[src/logic/vdcf_regs.vh]
`ifndef VDCF_REGS_VH
`define VDCF_REGS_VH
// register indices as printed; byte address is four times the index
`define VDCF_IDX_CLAMP_HI     8'h15
`define VDCF_IDX_CLAMP_LO     8'h16
`define VDCF_IDX_SHAPING      8'h17
`define VDCF_IDX_COMB         8'h19
`define VDCF_IDX_SC_HI        8'h23
`define VDCF_IDX_SC_MIDHI     8'h24
`define VDCF_IDX_SC_MIDLO     8'h25
`define VDCF_IDX_SC_LO        8'h26
// field positions
`define VDCF_CLAMP_FREEZE_BIT 4
`define VDCF_CLAMP_MODE_BIT   7
`define VDCF_SC_ENABLE_BIT    4
// reset values
`define VDCF_RST_CLAMP_HI     8'h00
`define VDCF_RST_CLAMP_LO     8'h00
`define VDCF_RST_SHAPING      8'h00
`define VDCF_RST_COMB         8'h00
`define VDCF_RST_SC_HI        8'hE0
`define VDCF_RST_SC           8'h00
// clamp time constants in milliseconds
`define VDCF_TC_SLOW_MS       1000
`define VDCF_TC_MED_MS        500
`define VDCF_TC_FAST_MS       100
// pclk rate in kHz
`define VDCF_CLK_KHZ          250000
`endif

[src/logic/vdcf_regs_apb.v]
// Decided for this implementation: the APB register port.
`timescale 1ns/1ps
`include "vdcf_regs.vh"
module vdcf_regs_apb #(
    parameter SAMPLE_W = 12,
    parameter TC_SLOW  = (`VDCF_CLK_KHZ * `VDCF_TC_SLOW_MS),
    parameter TC_MED   = (`VDCF_CLK_KHZ * `VDCF_TC_MED_MS),
    parameter TC_FAST  = (`VDCF_CLK_KHZ * `VDCF_TC_FAST_MS)
) (
    input  wire                pclk,
    input  wire                presetn,
    input  wire                psel,
    input  wire                penable,
    input  wire                pwrite,
    input  wire [11:0]         paddr,
    input  wire [31:0]         pwdata,
    input  wire [3:0]          pstrb,
    output wire [31:0]         prdata,
    output wire                pready,
    output wire                pslverr,
    input  wire [SAMPLE_W-1:0] raw_sample,
    input  wire [SAMPLE_W-1:0] auto_offset,
    input  wire [1:0]          video_quality_setting,
    input  wire                scale_wide,
    output reg  [SAMPLE_W-1:0] chroma_sample,
    output reg                 clamp_freeze,
    output reg                 clamp_mode_select,
    output reg  [31:0]         clamp_tc_cycles,
    output reg                 clamp_tick,
    output reg  [3:0]          luma_filter_class,
    output reg  [4:0]          luma_filter_index,
    output reg  [2:0]          chroma_filter_index,
    output reg  [1:0]          comb_mode,
    output reg                 comb_adaptive_enable,
    output reg  [27:0]         subcarrier_freq,
    output reg                 manual_subcarrier_enable
);
    localparam LC_AUTO_WIDE   = 4'h0;
    localparam LC_AUTO_NARROW = 4'h1;
    localparam LC_SVIDEO      = 4'h2;
    localparam LC_PAL_NARROW  = 4'h3;
    localparam LC_PAL_WIDE    = 4'h4;
    localparam LC_NTSC_NARROW = 4'h5;
    localparam LC_NTSC_WIDE   = 4'h6;
    localparam LC_UNUSED      = 4'h7;

    localparam SLOT_CLAMP_HI  = 4'h0;
    localparam SLOT_CLAMP_LO  = 4'h1;
    localparam SLOT_SHAPING   = 4'h2;
    localparam SLOT_COMB      = 4'h3;
    localparam SLOT_SC_HI     = 4'h4;
    localparam SLOT_SC_MIDHI  = 4'h5;
    localparam SLOT_SC_MIDLO  = 4'h6;
    localparam SLOT_SC_LO     = 4'h7;
    localparam SLOT_NONE      = 4'h8;

    // one decode shared by the read mux and the write port
    function [3:0] slot_of;
        input [9:0] word_idx;
        begin
            case (word_idx)
                {2'b00, `VDCF_IDX_CLAMP_HI}: slot_of = SLOT_CLAMP_HI;
                {2'b00, `VDCF_IDX_CLAMP_LO}: slot_of = SLOT_CLAMP_LO;
                {2'b00, `VDCF_IDX_SHAPING}:  slot_of = SLOT_SHAPING;
                {2'b00, `VDCF_IDX_COMB}:     slot_of = SLOT_COMB;
                {2'b00, `VDCF_IDX_SC_HI}:    slot_of = SLOT_SC_HI;
                {2'b00, `VDCF_IDX_SC_MIDHI}: slot_of = SLOT_SC_MIDHI;
                {2'b00, `VDCF_IDX_SC_MIDLO}: slot_of = SLOT_SC_MIDLO;
                {2'b00, `VDCF_IDX_SC_LO}:    slot_of = SLOT_SC_LO;
                default:                     slot_of = SLOT_NONE;
            endcase
        end
    endfunction

    // sum wraps at the sample width; no saturation in this path
    function [SAMPLE_W-1:0] add_offset;
        input [SAMPLE_W-1:0] sample;
        input [SAMPLE_W-1:0] offset;
        begin
            add_offset = sample + offset;
        end
    endfunction

    reg  [7:0]  clamp_control_offset_high;
    reg  [7:0]  clamp_offset_low;
    reg  [7:0]  shaping_filter_control;
    reg  [7:0]  comb_filter_control;
    reg  [7:0]  subcarrier_control_high;
    reg  [7:0]  subcarrier_freq_mid_high;
    reg  [7:0]  subcarrier_freq_mid_low;
    reg  [7:0]  subcarrier_freq_low;
    reg  [31:0] rdata;
    reg  [31:0] prdata_q;
    reg  [3:0]  next_luma_class;
    reg  [4:0]  next_luma_index;
    reg  [31:0] tc_count;
    reg  [31:0] tc_target;

    wire [9:0]  idx    = paddr[11:2];
    wire [3:0]  slot   = slot_of(idx);
    wire        hit    = (slot != SLOT_NONE);
    wire        access = psel && penable;
    wire        wr_en  = access && pwrite && pstrb[0] && hit;

    wire [11:0] clamp_offset_value =
        {clamp_control_offset_high[3:0], clamp_offset_low};
    wire [1:0]  clamp_time_constant = clamp_control_offset_high[6:5];
    wire [4:0]  luma_shaping_select = shaping_filter_control[4:0];
    wire [2:0]  chroma_shaping_select = shaping_filter_control[7:5];

    assign pready  = 1'b1;
    assign pslverr = access && !hit;
    assign prdata  = prdata_q;

    // read mux; unmapped words read as zero
    always @* begin
        rdata = 32'h00000000;
        case (slot)
            SLOT_CLAMP_HI: rdata[7:0] = clamp_control_offset_high;
            SLOT_CLAMP_LO: rdata[7:0] = clamp_offset_low;
            SLOT_SHAPING:  rdata[7:0] = shaping_filter_control;
            SLOT_COMB:     rdata[7:0] = comb_filter_control;
            SLOT_SC_HI:    rdata[7:0] = subcarrier_control_high;
            SLOT_SC_MIDHI: rdata[7:0] = subcarrier_freq_mid_high;
            SLOT_SC_MIDLO: rdata[7:0] = subcarrier_freq_mid_low;
            SLOT_SC_LO:    rdata[7:0] = subcarrier_freq_low;
            default:       rdata[7:0] = 8'h00;
        endcase
    end

    // read word captured in the setup phase, so it stands from a
    // flip-flop through the whole zero-wait access phase
    always @(posedge pclk or negedge presetn) begin
        if (!presetn) begin
            prdata_q <= 32'h00000000;
        end else if (psel && !penable) begin
            prdata_q <= rdata;
        end
    end

    // registers store every bit written; reserved bits are software's
    // duty, so they are kept and read back as written
    always @(posedge pclk or negedge presetn) begin
        if (!presetn) begin
            clamp_control_offset_high <= `VDCF_RST_CLAMP_HI;
            clamp_offset_low          <= `VDCF_RST_CLAMP_LO;
            shaping_filter_control    <= `VDCF_RST_SHAPING;
            comb_filter_control       <= `VDCF_RST_COMB;
            subcarrier_control_high   <= `VDCF_RST_SC_HI;
            subcarrier_freq_mid_high  <= `VDCF_RST_SC;
            subcarrier_freq_mid_low   <= `VDCF_RST_SC;
            subcarrier_freq_low       <= `VDCF_RST_SC;
        end else if (wr_en) begin
            case (slot)
                SLOT_CLAMP_HI:
                    clamp_control_offset_high <= pwdata[7:0];
                SLOT_CLAMP_LO:
                    clamp_offset_low <= pwdata[7:0];
                SLOT_SHAPING:
                    shaping_filter_control <= pwdata[7:0];
                SLOT_COMB:
                    comb_filter_control <= pwdata[7:0];
                SLOT_SC_HI:
                    subcarrier_control_high <= pwdata[7:0];
                SLOT_SC_MIDHI:
                    subcarrier_freq_mid_high <= pwdata[7:0];
                SLOT_SC_MIDLO:
                    subcarrier_freq_mid_low <= pwdata[7:0];
                SLOT_SC_LO:
                    subcarrier_freq_low <= pwdata[7:0];
                default: ;
            endcase
        end
    end

    // time constant selection
    always @* begin
        case (clamp_time_constant)
            2'b00: tc_target = TC_SLOW;
            2'b01: tc_target = TC_MED;
            2'b10: tc_target = TC_FAST;
            // code 11 hands the choice to the core's quality input
            default: begin
                case (video_quality_setting)
                    2'b00:   tc_target = TC_SLOW;
                    2'b01:   tc_target = TC_MED;
                    default: tc_target = TC_FAST;
                endcase
            end
        endcase
    end

    // loop tick: one pulse per time constant, stopped while frozen
    always @(posedge pclk or negedge presetn) begin
        if (!presetn) begin
            tc_count   <= 32'h00000000;
            clamp_tick <= 1'b0;
        end else if (clamp_control_offset_high[`VDCF_CLAMP_FREEZE_BIT]) begin
            clamp_tick <= 1'b0;
        // a shorter constant landing below the count restarts it at once
        end else if (tc_count + 32'h00000001 >= tc_target) begin
            tc_count   <= 32'h00000000;
            clamp_tick <= 1'b1;
        end else begin
            tc_count   <= tc_count + 32'h00000001;
            clamp_tick <= 1'b0;
        end
    end

    // luma shaping decode, class plus index within class
    always @* begin
        next_luma_index = 5'h00;
        if (luma_shaping_select == 5'h00) begin
            next_luma_class = LC_AUTO_WIDE;
        end else if (luma_shaping_select == 5'h01) begin
            next_luma_class = LC_AUTO_NARROW;
        end else if (luma_shaping_select <= 5'h12) begin
            next_luma_class = LC_SVIDEO;
            next_luma_index = luma_shaping_select - 5'h01;
        end else if (luma_shaping_select <= 5'h15) begin
            next_luma_class = LC_PAL_NARROW;
            next_luma_index = luma_shaping_select - 5'h12;
        end else if (luma_shaping_select <= 5'h17) begin
            next_luma_class = LC_PAL_WIDE;
            next_luma_index = luma_shaping_select - 5'h15;
        end else if (luma_shaping_select <= 5'h1A) begin
            next_luma_class = LC_NTSC_NARROW;
            next_luma_index = luma_shaping_select - 5'h17;
        end else if (luma_shaping_select <= 5'h1D) begin
            next_luma_class = LC_NTSC_WIDE;
            next_luma_index = luma_shaping_select - 5'h1A;
        end else if (luma_shaping_select == 5'h1E) begin
            next_luma_class = LC_UNUSED;
        end else begin
            next_luma_class = LC_SVIDEO;
            next_luma_index = 5'h12;
        end
    end

    // registered so the core never sees a decode glitch mid-write
    always @(posedge pclk or negedge presetn) begin
        if (!presetn) begin
            luma_filter_class <= LC_AUTO_WIDE;
            luma_filter_index <= 5'h00;
        end else begin
            luma_filter_class <= next_luma_class;
            luma_filter_index <= next_luma_index;
        end
    end

    // core-facing outputs, all registered
    always @(posedge pclk or negedge presetn) begin
        if (!presetn) begin
            chroma_sample            <= {SAMPLE_W{1'b0}};
            clamp_freeze             <= 1'b0;
            clamp_mode_select        <= 1'b0;
            clamp_tc_cycles          <= 32'h00000000;
            chroma_filter_index      <= 3'h0;
            comb_mode                <= 2'h0;
            comb_adaptive_enable     <= 1'b0;
            subcarrier_freq          <= 28'h0000000;
            manual_subcarrier_enable <= 1'b0;
        end else begin
            clamp_freeze <=
                clamp_control_offset_high[`VDCF_CLAMP_FREEZE_BIT];
            clamp_mode_select <=
                clamp_control_offset_high[`VDCF_CLAMP_MODE_BIT];
            clamp_tc_cycles <= tc_target;
            // manual offset corrects the chroma path only
            if (clamp_control_offset_high[`VDCF_CLAMP_MODE_BIT])
                chroma_sample <=
                    add_offset(raw_sample, clamp_offset_value);
            else
                chroma_sample <=
                    add_offset(raw_sample, auto_offset);
            // auto setting 0 picks by scaling: wide scaling gets 2nd choice; setting 1 always gets it
            if (chroma_shaping_select[2:1] == 2'b00)
                chroma_filter_index <= {2'b00,
                    chroma_shaping_select[0] | scale_wide};
            else
                chroma_filter_index <= chroma_shaping_select - 3'h1;
            comb_mode            <= comb_filter_control[3:2];
            comb_adaptive_enable <= comb_filter_control[4];
            subcarrier_freq <= {subcarrier_control_high[3:0],
                subcarrier_freq_mid_high, subcarrier_freq_mid_low,
                subcarrier_freq_low};
            manual_subcarrier_enable <=
                subcarrier_control_high[`VDCF_SC_ENABLE_BIT];
        end
    end
endmodule

[config.mk]
export PLATFORM = sky130hd
export DESIGN_NAME = vdcf_regs_apb
export DESIGN_NICKNAME = d
export VERILOG_FILES = /design/src/logic/vdcf_regs_apb.v
export VERILOG_INCLUDE_DIRS = /design/src /design/src/logic
export SDC_FILE = /design/constraint.sdc
export NUM_CORES = 1
export LEC_CHECK = 0
export BUFFER_PORTS_ARGS = -buffer_cell sky130_fd_sc_hd__buf_4
export CAP_MARGIN = 15
export CORE_MARGIN = 4
export CORE_UTILIZATION = 55
export CTS_BUF_LIST = sky130_fd_sc_hd__clkbuf_4 sky130_fd_sc_hd__clkbuf_8 sky130_fd_sc_hd__clkbuf_16
export CTS_CLUSTER_DIAMETER = 60
export DETAILED_ROUTE_END_ITERATION = 8
export MAX_ROUTING_LAYER = met4
export PLACE_DENSITY_LB_ADDON = 0.05
export SYNTH_ARGS = -nofsm -noshare
export SYNTH_HDL_FRONTEND = slang
export SYNTH_SLANG_ARGS = --single-unit
[constraint.sdc]
create_clock -name pclk -period 5.3 [get_ports pclk]
set_input_delay 0.53 -clock pclk [delete_from_list [all_inputs] [get_ports pclk]]
set_output_delay 0.53 -clock pclk [all_outputs]
set_load 0.005 [all_outputs]
# After elaboration in Yosys (flattened, before gate mapping)

Cells that the tools add are included.

Output and inout port bits: 125
Bits in registers: 195
Word-level logic and storage cells: 105
Bits of input ports: 80

Bitwise gates (word level): 1
Order comparisons: 6
Muxes and demuxes: 25
Add/subtract/negate cells: 9
Equality and inequality tests: 21
Reduce and logical (&&, ||, !) cells: 21

Operators by type and width:

| cell                                                  | number |
|---|---|
| one-hot mux 28 bit (3 select lines)                   | 1 |
| one-hot mux 8 bit (8 select lines)                    | 1 |
| one-hot mux 28 bit (2 select lines)                   | 1 |
| == test 10 x 5 -> 1 bit, second input constant        | 4 |
| == test 10 x 6 -> 1 bit, second input constant        | 4 |
| two-way mux 5 bit                                     | 8 |
| adder 32 x 1 -> 32 bit, second input constant         | 1 |
| >= comparator 32 bit                                  | 1 |
| two-way mux 32 bit                                    | 1 |
| one-hot mux 4 bit (8 select lines)                    | 1 |
| two-way mux 3 bit                                     | 9 |
| less-or-equal comparator 5 bit, second input constant | 5 |
| adder 12 bit                                          | 2 |
| subtractor 5 bit, second input constant               | 4 |
| == test 4 x 3 -> 1 bit, second input constant         | 4 |
| AND reduction 2 bit                                   | 8 |
| two-way mux 12 bit                                    | 1 |
| == test 4 x 2 -> 1 bit, second input constant         | 2 |
| logical AND 1 bit                                     | 6 |
| logical NOT 2 bit                                     | 3 |
| == test 5 x 1 -> 1 bit, second input constant         | 1 |
| == test 5 bit, second input constant                  | 1 |
| logical NOT 5 bit                                     | 1 |
| subtractor 5 x 1 -> 5 bit, second input constant      | 1 |
| other kinds (9)                                       | 12 |

# Depth between registers and ports, before layout

Gate-level depths: netlist of the first run.

Depth in word-level cells: 9
Mapped depth: 18
Mapped depth without buffers: 15

# Least setup slack after synthesis of the first run

No wires, ideal clock.

Path type: register -> register
Start: register tc_count[0]
End: register tc_count[22]
Period minus slack after synthesis: 4212 ps
Cell stages (with the launch flop): 19
Slack: 1088 ps
Buffers on the path: 3
Setup time: 82 ps
Required time: 5218 ps
Data arrival time: 4129 ps
Cell sequence: dfrtp_1 > ha_1 > nand4_1 > or3_1 > clkbuf_1 > nor3_1 > nand2_1 > o21a_1 > or2_2 > ha_1 > a211o_1 > a211oi_1 > o21ai_0 > a2111oi_0 > or4b_4 > buf_6 > buf_6 > a31oi_1 > o22ai_1

Word-level cells in the longest chain between the ends: 3

RTL lines:

| item                       | line                                     | text |
|---|---|---|
| from (decl)                | vdcf_regs_apb.v:96                       | `reg [31:0] tc_count;` |
| from (signal assigned)     | vdcf_regs_apb.v:205                      | `tc_count <= tc_count + 32'h00000001;` |
| adder 32 x 1 -> 32 bit (*) | vdcf_regs_apb.v:201, vdcf_regs_apb.v:205 |  |
| >= comparator 32 bit       | vdcf_regs_apb.v:201                      | `end else if (tc_count + 32'h00000001 >= tc_target) begin` |
| two-way mux 32 bit (*)     | vdcf_regs_apb.v:201                      |  |

Mark *: on every way between the ends. The rest lies on a longest branch, timed or not.
A chain may end at the register's enable or synchronous reset.

# Worst setup path after layout of the first run

Start: register tc_count[0]
End: register tc_count[5]

Same word-level chain as after synthesis.

==> results of run 1 <==
[worst max-delay path: stages, from the launching register on]
cell,delay [ns]
sky130_fd_sc_hd__dfrtp_1,0.42
sky130_fd_sc_hd__ha_1,0.30
sky130_fd_sc_hd__nand4_1,0.17
sky130_fd_sc_hd__or3_1,0.43
sky130_fd_sc_hd__nor3_1,0.26
sky130_fd_sc_hd__nand2_1,0.12
sky130_fd_sc_hd__o21a_1,0.21
sky130_fd_sc_hd__or2_2,0.30
sky130_fd_sc_hd__ha_1,0.30
sky130_fd_sc_hd__a211o_1,0.32
sky130_fd_sc_hd__a211oi_1,0.20
sky130_fd_sc_hd__o21ai_0,0.15
sky130_fd_sc_hd__a2111oi_0,0.37
sky130_fd_sc_hd__or4b_4,0.28
sky130_fd_sc_hd__buf_4,0.30
sky130_fd_sc_hd__a31oi_1,0.12
sky130_fd_sc_hd__o22ai_1,0.17
[cell usage after synthesis, types with 3 or more instances]
cell / count
sky130_fd_sc_hd__mux2i_1: 10
sky130_fd_sc_hd__o22ai_1: 15
sky130_fd_sc_hd__nand3b_1: 3
sky130_fd_sc_hd__xor2_1: 6
sky130_fd_sc_hd__o21ai_0: 30
sky130_fd_sc_hd__buf_2: 3
sky130_fd_sc_hd__o31a_1: 5
sky130_fd_sc_hd__nor3_1: 15
sky130_fd_sc_hd__nand4_1: 10
sky130_fd_sc_hd__a221o_1: 3
sky130_fd_sc_hd__nor2b_1: 4
sky130_fd_sc_hd__or3_1: 4
sky130_fd_sc_hd__nand3_1: 38
sky130_fd_sc_hd__nor2_2: 3
sky130_fd_sc_hd__mux2_2: 82
sky130_fd_sc_hd__inv_1: 51
sky130_fd_sc_hd__dfrtp_1: 166
sky130_fd_sc_hd__a32oi_1: 3
sky130_fd_sc_hd__a21o_1: 6
sky130_fd_sc_hd__a22oi_1: 7
sky130_fd_sc_hd__xnor2_1: 18
sky130_fd_sc_hd__nor4_1: 8
sky130_fd_sc_hd__clkbuf_1: 18
sky130_fd_sc_hd__or4_1: 4
sky130_fd_sc_hd__nor2_1: 33
sky130_fd_sc_hd__buf_6: 6
sky130_fd_sc_hd__nand2b_1: 7
sky130_fd_sc_hd__a221oi_1: 8
sky130_fd_sc_hd__ha_1: 44
sky130_fd_sc_hd__or2_2: 3
sky130_fd_sc_hd__nand2_1: 75
sky130_fd_sc_hd__a21oi_1: 26
sky130_fd_sc_hd__o21a_1: 6
sky130_fd_sc_hd__a31oi_1: 18
sky130_fd_sc_hd__and3_1: 6
sky130_fd_sc_hd__o211ai_1: 8
sky130_fd_sc_hd__dfstp_2: 3
sky130_fd_sc_hd__o21ai_1: 9
sky130_fd_sc_hd__and2_1: 8
sky130_fd_sc_hd__a21boi_0: 4
sky130_fd_sc_hd__nor3_2: 3
sky130_fd_sc_hd__buf_4: 52
[registers in the layout (all words and copies together), names as in the netlist, 5 cells and up]
signal and cells:
chroma_sample 12, clamp_control_offset_high 8, clamp_offset_low 8, clamp_tc_cycles 7
comb_filter_control 8, luma_filter_index 5, prdata 8, shaping_filter_control 8
subcarrier_control_high 8, subcarrier_freq 28, subcarrier_freq_low 8, subcarrier_freq_mid_high 8
subcarrier_freq_mid_low 8, tc_count 32
[kinds of logic (layout without fill, tap and decap cells)]
| kind of cell | after synthesis | count (layout) | synth area share, % |
|---|---|---|---|
| XOR/XNOR | 24 | 24 | 2.29 |
| AND/OR/NAND/NOR | 239 | 239 | 13.6 |
| other | 2 | 38 | 0.0817 |
| flip-flops | 169 | 169 | 46.1 |
| buffers and inverters | 130 | 234 | 7.96 |
| adder cells (fa/ha/maj) | 45 | 45 | 6.21 |
| AO/OA/AOI/OAI | 171 | 171 | 12.6 |
| multiplexers | 92 | 92 | 11.1 |
[worst paths after layout]
kind                                                  from                   to  slack [ns]  depth (start not counted)
max in group asynchronous                          presetn         tc_count[27]        4.09                          2
min in group pclk                            raw_sample[0]     chroma_sample[0]        0.32                          2
worst max register to register                 tc_count[0]          tc_count[5]        0.79                         16
worst min register to register  subcarrier_control_high[0]  subcarrier_freq[24]        0.39                          0
worst max-delay path                           tc_count[0]          tc_count[5]        0.79                         16
worst min-delay path                               presetn  subcarrier_freq[23]         0.1                          1
[power by group through the flow]
stage / Combinational [uW] / Sequential (uW) / Clock [uW]
floorplan: 117 / 1360 / 0
global placement: 216 / 1360 / 0
detailed placement: 219 / 1360 / 0
CTS: 220 / 1340 / 1240
global route: 244 / 1340 / 1300
finish: 218 / 1340 / 1220
[final cells by class]
type / instances / area share, %
Sequential cell: 169 / 39.3
Clock inverter: 13 / 1.23
Timing Repair Buffer: 151 / 10.6
Clock buffer: 19 / 4.09
Multi-Input combinational cell: 609 / 40.5
Inverter: 51 / 1.78
Tap cell: 216 / 2.51
[per-stage QoR]
step,hold WS [ns],cells,worst slack (ns),total power [uW]
2_1_floorplan,0.234,908,1.09,1470
6_report,0.0951,1228,0.789,2770
4_1_cts,0.123,1228,0.808,2800
3_5_place_dp,0.383,1196,0.860,1580
5_1_grt,0.140,1228,0.329,2880
3_3_place_gp,0.380,1196,0.895,1580
[layer usage]
layer,vias up,track usage [%]
li1,3311,-
met1,3458,33.8
met2,196,35.7
met3,21,5.08
met4,0,5.99
met5,-,-
==> results list, run 1 <==
- In the routed design, unresolved DRC markers number 0.
- Final routed wirelength across all metal layers: 21.2 mm
- In the synthesized netlist the dominant register cell turns out to be sky130_fd_sc_hd__dfrtp_1.
- Buffers placed on the I/O ports in this run total 138.
- First-pass GRT wire length: 34.3 mm
- Data required time of the worst path: 5.66 ns
* Worst path arrival time: 4.87 ns
* Die Y: 137 um
* Worst min-delay path category: input port to async pin
- Biggest area contributors in the synthesized netlist: sky130_fd_sc_hd__dfrtp_1, sky130_fd_sc_hd__mux2_2, sky130_fd_sc_hd__ha_1
- Kind of critical path: flop to flop
- GR Util All Layers: 23.9%
* Setup TNS: 0 ns
* Mean instance size in the synthesized netlist: 10.5 um^2
- GPL Wtd Cong: 0.906
* Cts hold-fix bufs: 0
* Final Max Tran Viols: 0
- The synthesized design contains 169 register bits.
- Share of the core filled with cells: 66.8%
- Layout Area Growth over Synthesis: 17.2%
- Minimum clock period: 4.51 ns
* Post-synth top area share: 45.2%
* Placement Cell Area: 0.0102 mm^2
* Remaining global-route overflow: 0
- Maximum number of pins on one net before global-route repair: 72
- The initial utilization of the core area, before any placement, comes to 57.0%.
- Achievable clock frequency: 0.222 GHz
* Net total in the final layout: 1124
- Across the run, the number of max-cap violations was 0.
* Width of the die: 137 um
- Startpoint types: flop
- Worst slew margin relative to its limit: 32.6%
- Dividing the final minimum period by the clock period gives 85.1%.
- Of the total power, registers draw 48.2%.
* Result of the run: completed
- Length of routed met3 wiring: 1.24 mm
* Wire length on met1: 9.88 mm
- The cell area that synthesis handed to floorplanning was 0.00919 mm^2.
- The worst-case IR drop observed on VDD is 238 uV.
- Number of endpoints failing setup at the final stage: 0
- Of the total power, the clock network draws 43.9%.
* Placed wire-length estimate: 15.1 mm
- 0 antenna diodes ended up in the layout.
- Synthesis produced 872 cells.
* Share of total power in combinational logic: 7.9%
- Once layout is done, the placed cells without fillers occupy 0.0108 mm^2.
- Internal power comes to 2090 uW.
- Setup repair after global routing left no endpoint under its margin.
* Biggest fanout along the worst timing path: 22
- Maximum count of clock buffers along a single path: 2
- Category of the worst setup path capture point: flop
- After clock tree synthesis, the clock-pin slew on the worst setup and hold paths is 0.07 ns.
- Worst slew pin tran: 1.01 ns
- Storage element area: 0.00423 mm^2
* Deepest level of the CTS H-tree: 4
- The total area inside the core boundary comes to 0.0161 mm^2.
* Filler instances: 1327
- Total setup buffers inserted after CTS: 0
* Root Buffer: sky130_fd_sc_hd__clkbuf_16
- Clock tree from TritonCTS: yes
* Commonest non-fill, non-tap cell in the layout: sky130_fd_sc_hd__dfrtp_1
- For the final database, setup skew stands at 0.0118 ns.
- In this run the remaining antenna-violating nets after routing total 0.
* Rows: 46
* Synth Warn #: 0
* Total die area: 0.0188 mm^2
- In this run switching power makes up 24.8% of total power.
* Combined area of the multi-input logic cells: 0.00437 mm^2
* WL/cell: 17.2 um
* Starting DRC count in detailed routing: 514
* Static leakage: 0.00525 uW
* Total vias in the final route: 6986
- CTS sink count: 169
- Detailed routing placed a total of 9.84 mm of wire on met2.
- The synthesized design contains 0 enable-type register cells.
- In this run the top signal layer used is met4.
- Counting flops with an async set or reset pin after synthesis yields a share of 100%.
- The pre-antenna-repair detailed-routing pass consisted of 5 iterations.
- During I/O placement, the number of pins put on the boundary was 205.
* Switching power: 686 uW
- The later pin in the worst-skew pair is clocked with a latency of 0.44 ns.
- Power spread over the standard cell area amounts to 257 mW/mm^2.
- Via count of the first global-routing pass: 6642
* Commonest cells after routing, fill and taps aside: sky130_fd_sc_hd__dfrtp_1, sky130_fd_sc_hd__buf_4, sky130_fd_sc_hd__mux2_2
- Vias per Instance: 5.69
- Summing the sequential cell areas from Yosys gives 46.1% of the chip area.
- Fraction of layout instances using a drive strength above 1: 28.5%
* Gates resized, CTS repair: 0
- The number of hold-slack violations in the final timing report came to 0.
* Number of buffers added by the clock tree synthesis step: 17
* Distinct cells, synth: 72
- Largest area contributor in the synthesized netlist: sky130_fd_sc_hd__dfrtp_1
- The initial antenna violation count was 0.
Power figures use the tool's default switching activity.
==> inputs of run 2 (changes only) <==
--- a/config.mk
+++ b/config.mk
@@ -6,6 +6,7 @@
 export SDC_FILE = /design/constraint.sdc
 export NUM_CORES = 1
 export LEC_CHECK = 0
+export ABC_AREA = 1
 export BUFFER_PORTS_ARGS = -buffer_cell sky130_fd_sc_hd__buf_4
 export CAP_MARGIN = 15
 export CORE_MARGIN = 4
==> run 2 against run 1 <==
  * Via count rose by 9.1%
  * Sequential power barely moved
  * Clock skew fell by 0.0041 ns
  * Utilization fell by 0.53 points
  * Register-to-register slack improved by 0.81 ns
  * Design area fell by 0.79%
  * Total power fell by 2.0%
  * Clock power fell by 4%
  * Sequential share of layout area rose by 0.31 points
  * Combinational power fell by 6%
==> results list, run 2 <==
* Detail Route Antenna Nets: 0 (unchanged)
- Xor/xnor share of the synthesized area: 2.96% (+0.67 points)
- The number of distinct library cells after synthesis came to 42 (-42%).
* Remaining global-route overflow: 0 (unchanged)
* Crit Reg-Reg Endpoint: tc_count[8]
- Final-report hold violation count: 0 (unchanged)
* Static leakage: 0.00539 uW (+2.5%)
- The number of detailed-route iterations in the first pass was 5 (unchanged).
- Arithmetic-cell share of the synthesized area counting full adders, half adders and majority gates: 6.22% (+0.0068 points)
* Async set-reset flop share out of synthesis: 100% (unchanged)
- The largest registers in the layout are tc_count: 32 flops, subcarrier_freq: 28 flops, chroma_sample: 12 flops.
* Worst slew margin relative to its limit: 50.2% (+18 points)
- P per Cell Area: 254 mW/mm^2 (-1.2%)
- Post-synth top area share: 45.3% (+0.049 points)
- The number of buffer and inverter stages on the critical path is 4 (+3).
* Multiplexer share of the synthesized area: 1.16% (-10 points)
- By area, the combinational part of the netlist is dominated by simple AND/OR/NAND/NOR gates.
- GR Util All Layers: 25.2% (+1.3 points)
* Biggest fanout along the worst timing path: 16 (-27%)
* Worst min-delay path category: input port to async pin
- Placement Cell Area: 0.0101 mm^2 (-0.64%)
- The TritonCTS sink count was 169 (unchanged).
- The worst setup path is of the flop to flop kind.
- Final Max Tran Viols: 0 (unchanged)
- Total setup buffers inserted after CTS: 0 (unchanged)
- Compared with the post-synthesis result, the final layout area differs by 16.4%.
- The data required time at the worst endpoint came to 5.59 ns (-0.07 ns).
- The first-pass GRT wire length was 35.9 mm (+4.5%).
- Final Cell Area: 0.0107 mm^2 (-0.79%)
- Mean instance size in the synthesized netlist: 8.21 um^2 (-22%)
- Seq cells post-synth: 169 (unchanged)
* Number of maximum-capacitance violations: 0 (unchanged)
* Initial core utilization: 57.0% (-0.062 points)
- sky130_fd_sc_hd__dfrtp_1 takes more of the synthesized area than any other cell.
* Num ports: 205 (unchanged)
- The antenna cell count was 0 (unchanged).
* Die Y: 137 um (about the same)
- Setup repair after global routing left no endpoint under its margin.
- The slowest stage of the critical path is the sky130_fd_sc_hd__dfrtp_1 cell.
- Minimum clock period: 3.70 ns (-0.815 ns)
- Root Buffer: sky130_fd_sc_hd__clkbuf_16
* Filler instances: 1450 (+9.3%)
- Result of the run: completed
- The number of flops mapped to enable cells by yosys was 0 (unchanged).
- GPL Wtd Cong: 0.962 (+6.2%)
* Via count of the first global-routing pass: 6995 (+5.3%)
* Maximum count of clock buffers along a single path: 2 (unchanged)
* Cts hold-fix bufs: 0 (unchanged)
* Most common cell in the synthesized netlist: sky130_fd_sc_hd__nand2_1
* Category of the worst setup path capture point: flop
* Final routed wirelength across all metal layers: 22.5 mm (+6.5%)
- Number of standard cells after synthesis: 1118 (+28%)
- Worst slew pin tran: 0.747 ns (-0.258 ns)
- Fraction of layout instances using a drive strength above 1: 15.1% (-13 points)
- Synth Warn #: 0 (unchanged)
- The fmax was 0.271 GHz (+22%).
- The number of violations reported at the end of detailed-routing iteration 0 is 620 (+21%).
* WL/cell: 15.3 um (-11%)
* Number of flip-flops under the largest register name: 32 (unchanged)
- Yosys attributes the largest share of cell area to sky130_fd_sc_hd__dfrtp_1, sky130_fd_sc_hd__nand2_1, sky130_fd_sc_hd__o21ai_0.
* Post-Route Skew: 0.00763 ns (-0.00413 ns)
- Register name with the most flops: tc_count
* Startpoint of the most critical register-to-register path: tc_count[2]
- Critical path's top delay family: simple AND/OR/NAND/NOR gates
- Total die area: 0.0188 mm^2 (-0.10%)
* Commonest non-fill, non-tap cell in the layout: sky130_fd_sc_hd__nand2_1
* Net total in the final layout: 1367 (+22%)
- In the layout the commonest cells are sky130_fd_sc_hd__nand2_1, sky130_fd_sc_hd__dfrtp_1, sky130_fd_sc_hd__buf_4.
* Leading register cell type out of synthesis: sky130_fd_sc_hd__dfrtp_1
- Register-to-Register Path Depth: 17 (+1)
* Clock tree from TritonCTS: yes
- STA classifies the critical path startpoint as a flop.
- The compound-cell area share of the yosys netlist was 13.0% (+0.40 points).
- The critical path goes through nand3_1, inv_1, nand2_1, nor3_1, nand2_1, nor3_1, xor2_1, inv_1, ha_1, inv_1, nor3_1, nand2_1, nor3_1, nand2_1, nand3_1, buf_4, a21oi_1.
- The sequential cell area fraction in the yosys report came to 46.1% (+0.050 points).
* Deepest level of the CTS H-tree: 4 (unchanged)
* Number of endpoints failing setup at the final stage: 0 (unchanged)
* Top cells by instance count after synthesis: sky130_fd_sc_hd__nand2_1, sky130_fd_sc_hd__dfrtp_1, sky130_fd_sc_hd__o21ai_0, sky130_fd_sc_hd__inv_1, sky130_fd_sc_hd__nor2_1
* Maximum number of pins on one net before global-route repair: 81 (+13%)
- Stage delay of the slowest cell on the critical path: 0.46 ns (+0.03 ns)
* Vias per Instance: 5.19 (-8.8%)
- Count of port buffers added during placement: 138 (unchanged)
- Latest clock arrival within the worst-skew pair: 0.42 ns (-0.02 ns)
* Number of DRC violations after detailed routing: 0 (unchanged)
- Core outline area: 0.0161 mm^2 (unchanged)
* Share of the cycle needed by the critical path after routing: 69.7% (-15 points)
- The share of synthesized cell area in and, or, nand and nor gates was 19.1% (+5.5 points).
- The post-cts resize count is 0 (unchanged).
- The setup slack of the worst register-to-register path came to 1.60 ns (+0.81 ns).
- Mapped cell area: 0.00918 mm^2 (-0.11%)
- The data arrival time at the worst-slack endpoint was 3.98 ns (-0.89 ns).
* Clock-pin slew reported for the worst setup and hold paths after clock tree synthesis: 0.06 ns (about the same)
- The HPWL after detailed placement came to 16.8 mm (+11%).
* Width of the die: 137 um (about the same)
* Antenna violations before repair: 0 (unchanged)
* Rows: 46 (unchanged)
* Worst ir drop on vdd: 201 uV (-15%)
- Total vias in the final route: 7625 (+9.1%)
* Number of buffers added by the clock tree synthesis step: 17 (unchanged)
- Setup TNS: 0 ns (unchanged)
## run 2: cell count changes after synthesis, moves of 28 or more
| cell | delta |
|---|---|
| sky130_fd_sc_hd__a21oi_1 | +28 |
| sky130_fd_sc_hd__inv_1 | +79 |
| sky130_fd_sc_hd__mux2_2 | -77 |
| sky130_fd_sc_hd__nand2_1 | +194 |
| sky130_fd_sc_hd__nor2_1 | +47 |
| sky130_fd_sc_hd__o21ai_0 | +109 |
## run 2: kinds of logic (layout without fill, tap and decap cells)
family,after synthesis,in the layout
and+or+nand+nor,428,428
AOI/OAI and AO/OA,224,224
buffers and inverters,209,308
DFF,169,169
adders and majority gates,45,45
xor gates and xnor gates,31,31
muxes,10,10
other,2,38
## run 2: power breakdown
part | internal (uW) | switching, uW
logic | 86.6 | 118
clock network | 655 | 519
registers | 1320 | 18.8
## run 2: layout make-up
cell class / instances / area (um^2) / area share [%]
flip-flops and latches: 169 / 4230 / 39.6
repair buffers: 144 / 1080 / 10.2
well taps: 216 / 270 / 2.53
multi-input cells: 776 / 4040 / 37.8
clock inverters: 12 / 120 / 1.12
clock buffers: 18 / 433 / 4.05
inverters: 134 / 503 / 4.71
## run 2: worst max-delay path by stage
stage	endpoint	startpoint	slack (ns)	depth (start not counted)
5_1_grt	tc_count[15]	tc_count[2]	1.20	17
3_5_place_dp	tc_count[8]	tc_count[2]	1.66	17
3_3_place_gp	tc_count[8]	tc_count[2]	1.68	17
4_1_cts	tc_count[8]	tc_count[2]	1.62	17
2_1_floorplan	tc_count[10]	tc_count[2]	2.48	18
6_report	tc_count[8]	tc_count[2]	1.60	17
## run 2: layer usage
layer | global-route usage, % | wire length (um) | vias to the layer above
met5 | - | 0 | -
met1 | 34.1 | 9850 | 3541
met3 | 4.42 | 1490 | 21
met2 | 40.4 | 10900 | 262
met4 | 5.43 | 263 | 0
li1 | - | - | 3801
## run 2: worst reg2reg max path, cell delays in order, from the launching register on
cell and delay (ns):
sky130_fd_sc_hd__dfrtp_1 0.46, sky130_fd_sc_hd__nand3_1 0.19, sky130_fd_sc_hd__inv_1 0.11, sky130_fd_sc_hd__nand2_1 0.11, sky130_fd_sc_hd__nor3_1 0.25, sky130_fd_sc_hd__nand2_1 0.15
sky130_fd_sc_hd__nor3_1 0.23, sky130_fd_sc_hd__xor2_1 0.20, sky130_fd_sc_hd__inv_1 0.07, sky130_fd_sc_hd__ha_1 0.29, sky130_fd_sc_hd__inv_1 0.05, sky130_fd_sc_hd__nor3_1 0.28
sky130_fd_sc_hd__nand2_1 0.10, sky130_fd_sc_hd__nor3_1 0.20, sky130_fd_sc_hd__nand2_1 0.09, sky130_fd_sc_hd__nand3_1 0.35, sky130_fd_sc_hd__buf_4 0.33, sky130_fd_sc_hd__a21oi_1 0.10
## run 2: per-stage QoR
step / instances / power [uW] / worst slack (ns) / hold WS [ns] / utilization, %
floorplan: 1154 / 1470 / 2.48 / 0.234 / -
global placement: 1439 / 1560 / 1.68 / 0.384 / 62.9
finish: 1469 / 2720 / 1.60 / 0.154 / 66.3
detailed placement: 1439 / 1570 / 1.66 / 0.389 / 62.9
CTS: 1469 / 2740 / 1.62 / 0.180 / 66.3
global route: 1469 / 2830 / 1.20 / 0.212 / 66.3
==> inputs of run 3 (changes only) <==
--- a/config.mk
+++ b/config.mk
@@ -6,7 +6,7 @@
 export SDC_FILE = /design/constraint.sdc
 export NUM_CORES = 1
 export LEC_CHECK = 0
-export ABC_AREA = 1
+export ABC_AREA = 0
 export BUFFER_PORTS_ARGS = -buffer_cell sky130_fd_sc_hd__buf_4
 export CAP_MARGIN = 15
 export CORE_MARGIN = 4
==> constraint.sdc (replaced) <==
create_clock -name pclk -period 3.8 [get_ports pclk]
set_input_delay 0.38 -clock pclk [delete_from_list [all_inputs] [get_ports pclk]]
set_output_delay 0.38 -clock pclk [all_outputs]
set_load 0.005 [all_outputs]
==> run 3 against run 2 <==
  * The run now ends with negative hold slack left
  * Worst setup slack lost 1.5 ns
  * Die area grew 0.10%
  * Sequential cell count is the same
  * Critical path type unchanged
  * Largest power group unchanged
==> results list, run 3 (synthesis gave the netlist of run 1 again) <==
* Result of the run: complete, but fails checks
* Violations in the final reports: negative hold slack
* Worst slew margin relative to its limit: 33.7% (-17 points)
- Clock tree from TritonCTS: yes
* Share of total power in sequential cells: 47.2% (-2.0 points)
* Via count of the first global-routing pass: 6804 (-2.7%)
- Startpoint types: flop
* Cts hold-fix bufs: 0 (unchanged)
- Remaining global-route overflow: 0 (unchanged)
* Data required time of the worst path: 4.12 ns (-1.47 ns)
- Hold WS: -0.0191 ns (-0.173 ns)
- The antenna cell count came to 0 (unchanged).
- The final weighted congestion in routability-driven placement was 0.935 (-2.8%).
* Root Buffer: sky130_fd_sc_hd__clkbuf_16
- Number of maximum-capacitance violations: 0 (unchanged)
- The aggregate negative setup slack is 0 ns (unchanged).
* Latest clock arrival within the worst-skew pair: 0.44 ns (+0.02 ns)
- Register name with the most flops: tc_count
* Total die area: 0.0188 mm^2 (+0.10%)
* Minimum clock period: 3.66 ns (-0.0317 ns)
- Width of the die: 137 um (about the same)
- Leaving out fill and tap cells, the most frequent cell in the layout is sky130_fd_sc_hd__buf_4.
- Starting DRC count in detailed routing: 479 (-23%)
- Fraction of layout instances using a drive strength above 1: 31.3% (+16 points)
- Number of DRC violations after detailed routing: 0 (unchanged)
* Die Y: 137 um (about the same)
- Rows: 46 (unchanged)
- Number of buffers added by the clock tree synthesis step: 17 (unchanged)
- The combinational share of power came to 8.3% (+0.8 points).
- Num ports: 205 (unchanged)
* Switching power: 1050 uW (+59%)
- The clock share of power came to 44.6% (+1.4 points).
* Share of the cycle needed by the critical path after routing: 96.4% (+27 points)
- The number of hold-slack violations in the final timing report came to 8 (+8).
- Worst slack, placed: 0.0597 ns (-1.60 ns)
- Clock-pin slew reported for the worst setup and hold paths after clock tree synthesis: 0.07 ns (about the same)
- Worst ir drop on vdd: 355 uV (+76%)
- The HPWL after detailed placement was 15.8 mm (-5.9%).
- The power per cell area is 353 mW/mm^2 (+39%).
- The maximum clock path buffer count was 2 (unchanged).
* Unrepaired setup endpoints after global routing: false
* Biggest fanout along the worst timing path: 16 (unchanged)
- Commonest cells after routing, fill and taps aside: sky130_fd_sc_hd__buf_4, sky130_fd_sc_hd__dfrtp_1, sky130_fd_sc_hd__mux2_2
* Number of flip-flops under the largest register name: 32 (unchanged)
- Initial core utilization: 57.0% (+0.062 points)
- The fmax came to 0.273 GHz (+0.86%).
- The first-pass GRT wire length came to 34.7 mm (-3.1%).
- Total vias in the final route: 7044 (-7.6%)
- GR Util All Layers: 24.3% (-0.97 points)
- Worst path arrival time: 3.98 ns (about the same)
- Kind of critical path: flop to flop
* Net total in the final layout: 1156 (-15%)
- The slew at the pin closest to its max-slew limit was 0.989 ns (+0.242 ns).
- Final routed wirelength across all metal layers: 21.6 mm (-4.3%)
* Post-Route Skew: 0.0106 ns (+0.00296 ns)
- Number of endpoints failing setup at the final stage: 0 (unchanged)
* Vias per Instance: 5.59 (+7.7%)
- The wire length per cell is 17.1 um (+12%).
* Min setup slack post-route: 0.136 ns (-1.47 ns)
- The number of detailed-route iterations in the first pass came to 4 (-1).
* Antenna violations before repair: 0 (unchanged)
* CTS sink count: 169 (unchanged)
- The static leakage power was 0.00547 uW (+1.4%).
* Registers with the highest flip-flop counts: tc_count: 32 flops, subcarrier_freq: 28 flops, chroma_sample: 12 flops
- Category of the worst setup path capture point: flop
- The design internal power came to 2890 uW (+40%).
* Count of port buffers added during placement: 138 (unchanged)
- Deepest level of the CTS H-tree: 4 (unchanged)
- Maximum number of pins on one net before global-route repair: 87 (+7.4%)
- Final Max Tran Viols: 0 (unchanged)
- The area growth from synthesis to layout is 21.3%.
- The area inside the core boundary came to 0.0161 mm^2 (unchanged).
* Detail Route Antenna Nets: 0 (unchanged)
- Switching fraction of total power: 26.6% (+2.4 points)
* Worst min-delay path category: input port to async pin
==> run 3: cell type report <==
class	count	area, um^2
repair buffers	183	1420
inverters	51	191
clock buffers	17	425
multi-input cells	609	4420
fillers	1309	4960
flip-flops and latches	169	4230
well taps	216	270
clock inverters	15	194
==> run 3: per-layer routing <==
layer	vias up	wire [um]	track usage [%]
li1	3380	-	-
met1	3391	9900	34.3
met2	249	10000	36.1
met3	24	1370	4.35
met4	0	294	7.04
met5	-	0	-
==> run 3: worst paths after layout <==
kind / from / endpoint / slack (ns) / cells past startpoint
min in group pclk: raw_sample[0] / chroma_sample[0] / 0.16 / 2
worst min-delay path: presetn / subcarrier_freq[12] / -0.02 / 1
worst max-delay path: tc_count[11] / tc_count[21] / 0.14 / 13
worst max register to register: tc_count[11] / tc_count[21] / 0.14 / 13
max in group asynchronous: presetn / tc_count[2] / 3.02 / 2
worst min register to register: subcarrier_freq_low[0] / subcarrier_freq[0] / 0.39 / 0
==> run 3: metrics by stage <==
stage | area, um^2 | total power (uW) | util, % | instances
after floorplan | 9380 | 2060 | - | 908
after global placement | 10500 | 2210 | 65.2 | 1227
after detailed placement | 10500 | 2210 | 65.2 | 1227
after CTS | 11100 | 3960 | 69.1 | 1259
after global routing | 11200 | 4090 | 69.2 | 1260
final | 11200 | 3930 | 69.2 | 1260
==> run 3: power by group through the flow <==
stage	combinational (uW)	clock (uW)	sequential [uW]
finish	325	1750	1860
global route	366	1860	1860
CTS	328	1780	1860
detailed placement	326	0	1890
global placement	323	0	1890
floorplan	163	0	1890
==> run 3: critical path, stage by stage, from the launching register on <==
cell,delay (ns)
sky130_fd_sc_hd__dfrtp_1,0.40
sky130_fd_sc_hd__nand3_2,0.14
sky130_fd_sc_hd__or4_4,0.59
sky130_fd_sc_hd__or2_2,0.31
sky130_fd_sc_hd__nor3_1,0.27
sky130_fd_sc_hd__xor2_1,0.13
sky130_fd_sc_hd__ha_1,0.31
sky130_fd_sc_hd__nand2_1,0.05
sky130_fd_sc_hd__nor2_1,0.16
sky130_fd_sc_hd__o21ai_0,0.11
sky130_fd_sc_hd__or4b_4,0.59
sky130_fd_sc_hd__buf_12,0.18
sky130_fd_sc_hd__a31oi_1,0.20
sky130_fd_sc_hd__o22ai_1,0.10
==> run 3: repair_timing <==
| action | CTS | global route |
|---|---|---|
| endpoints found under the hold margin | 0 | 0 |
| setup buffers | 0 | 1 |
| setup endpoints to repair | 0 | 29 |
| gates resized for setup | 0 | 4 |
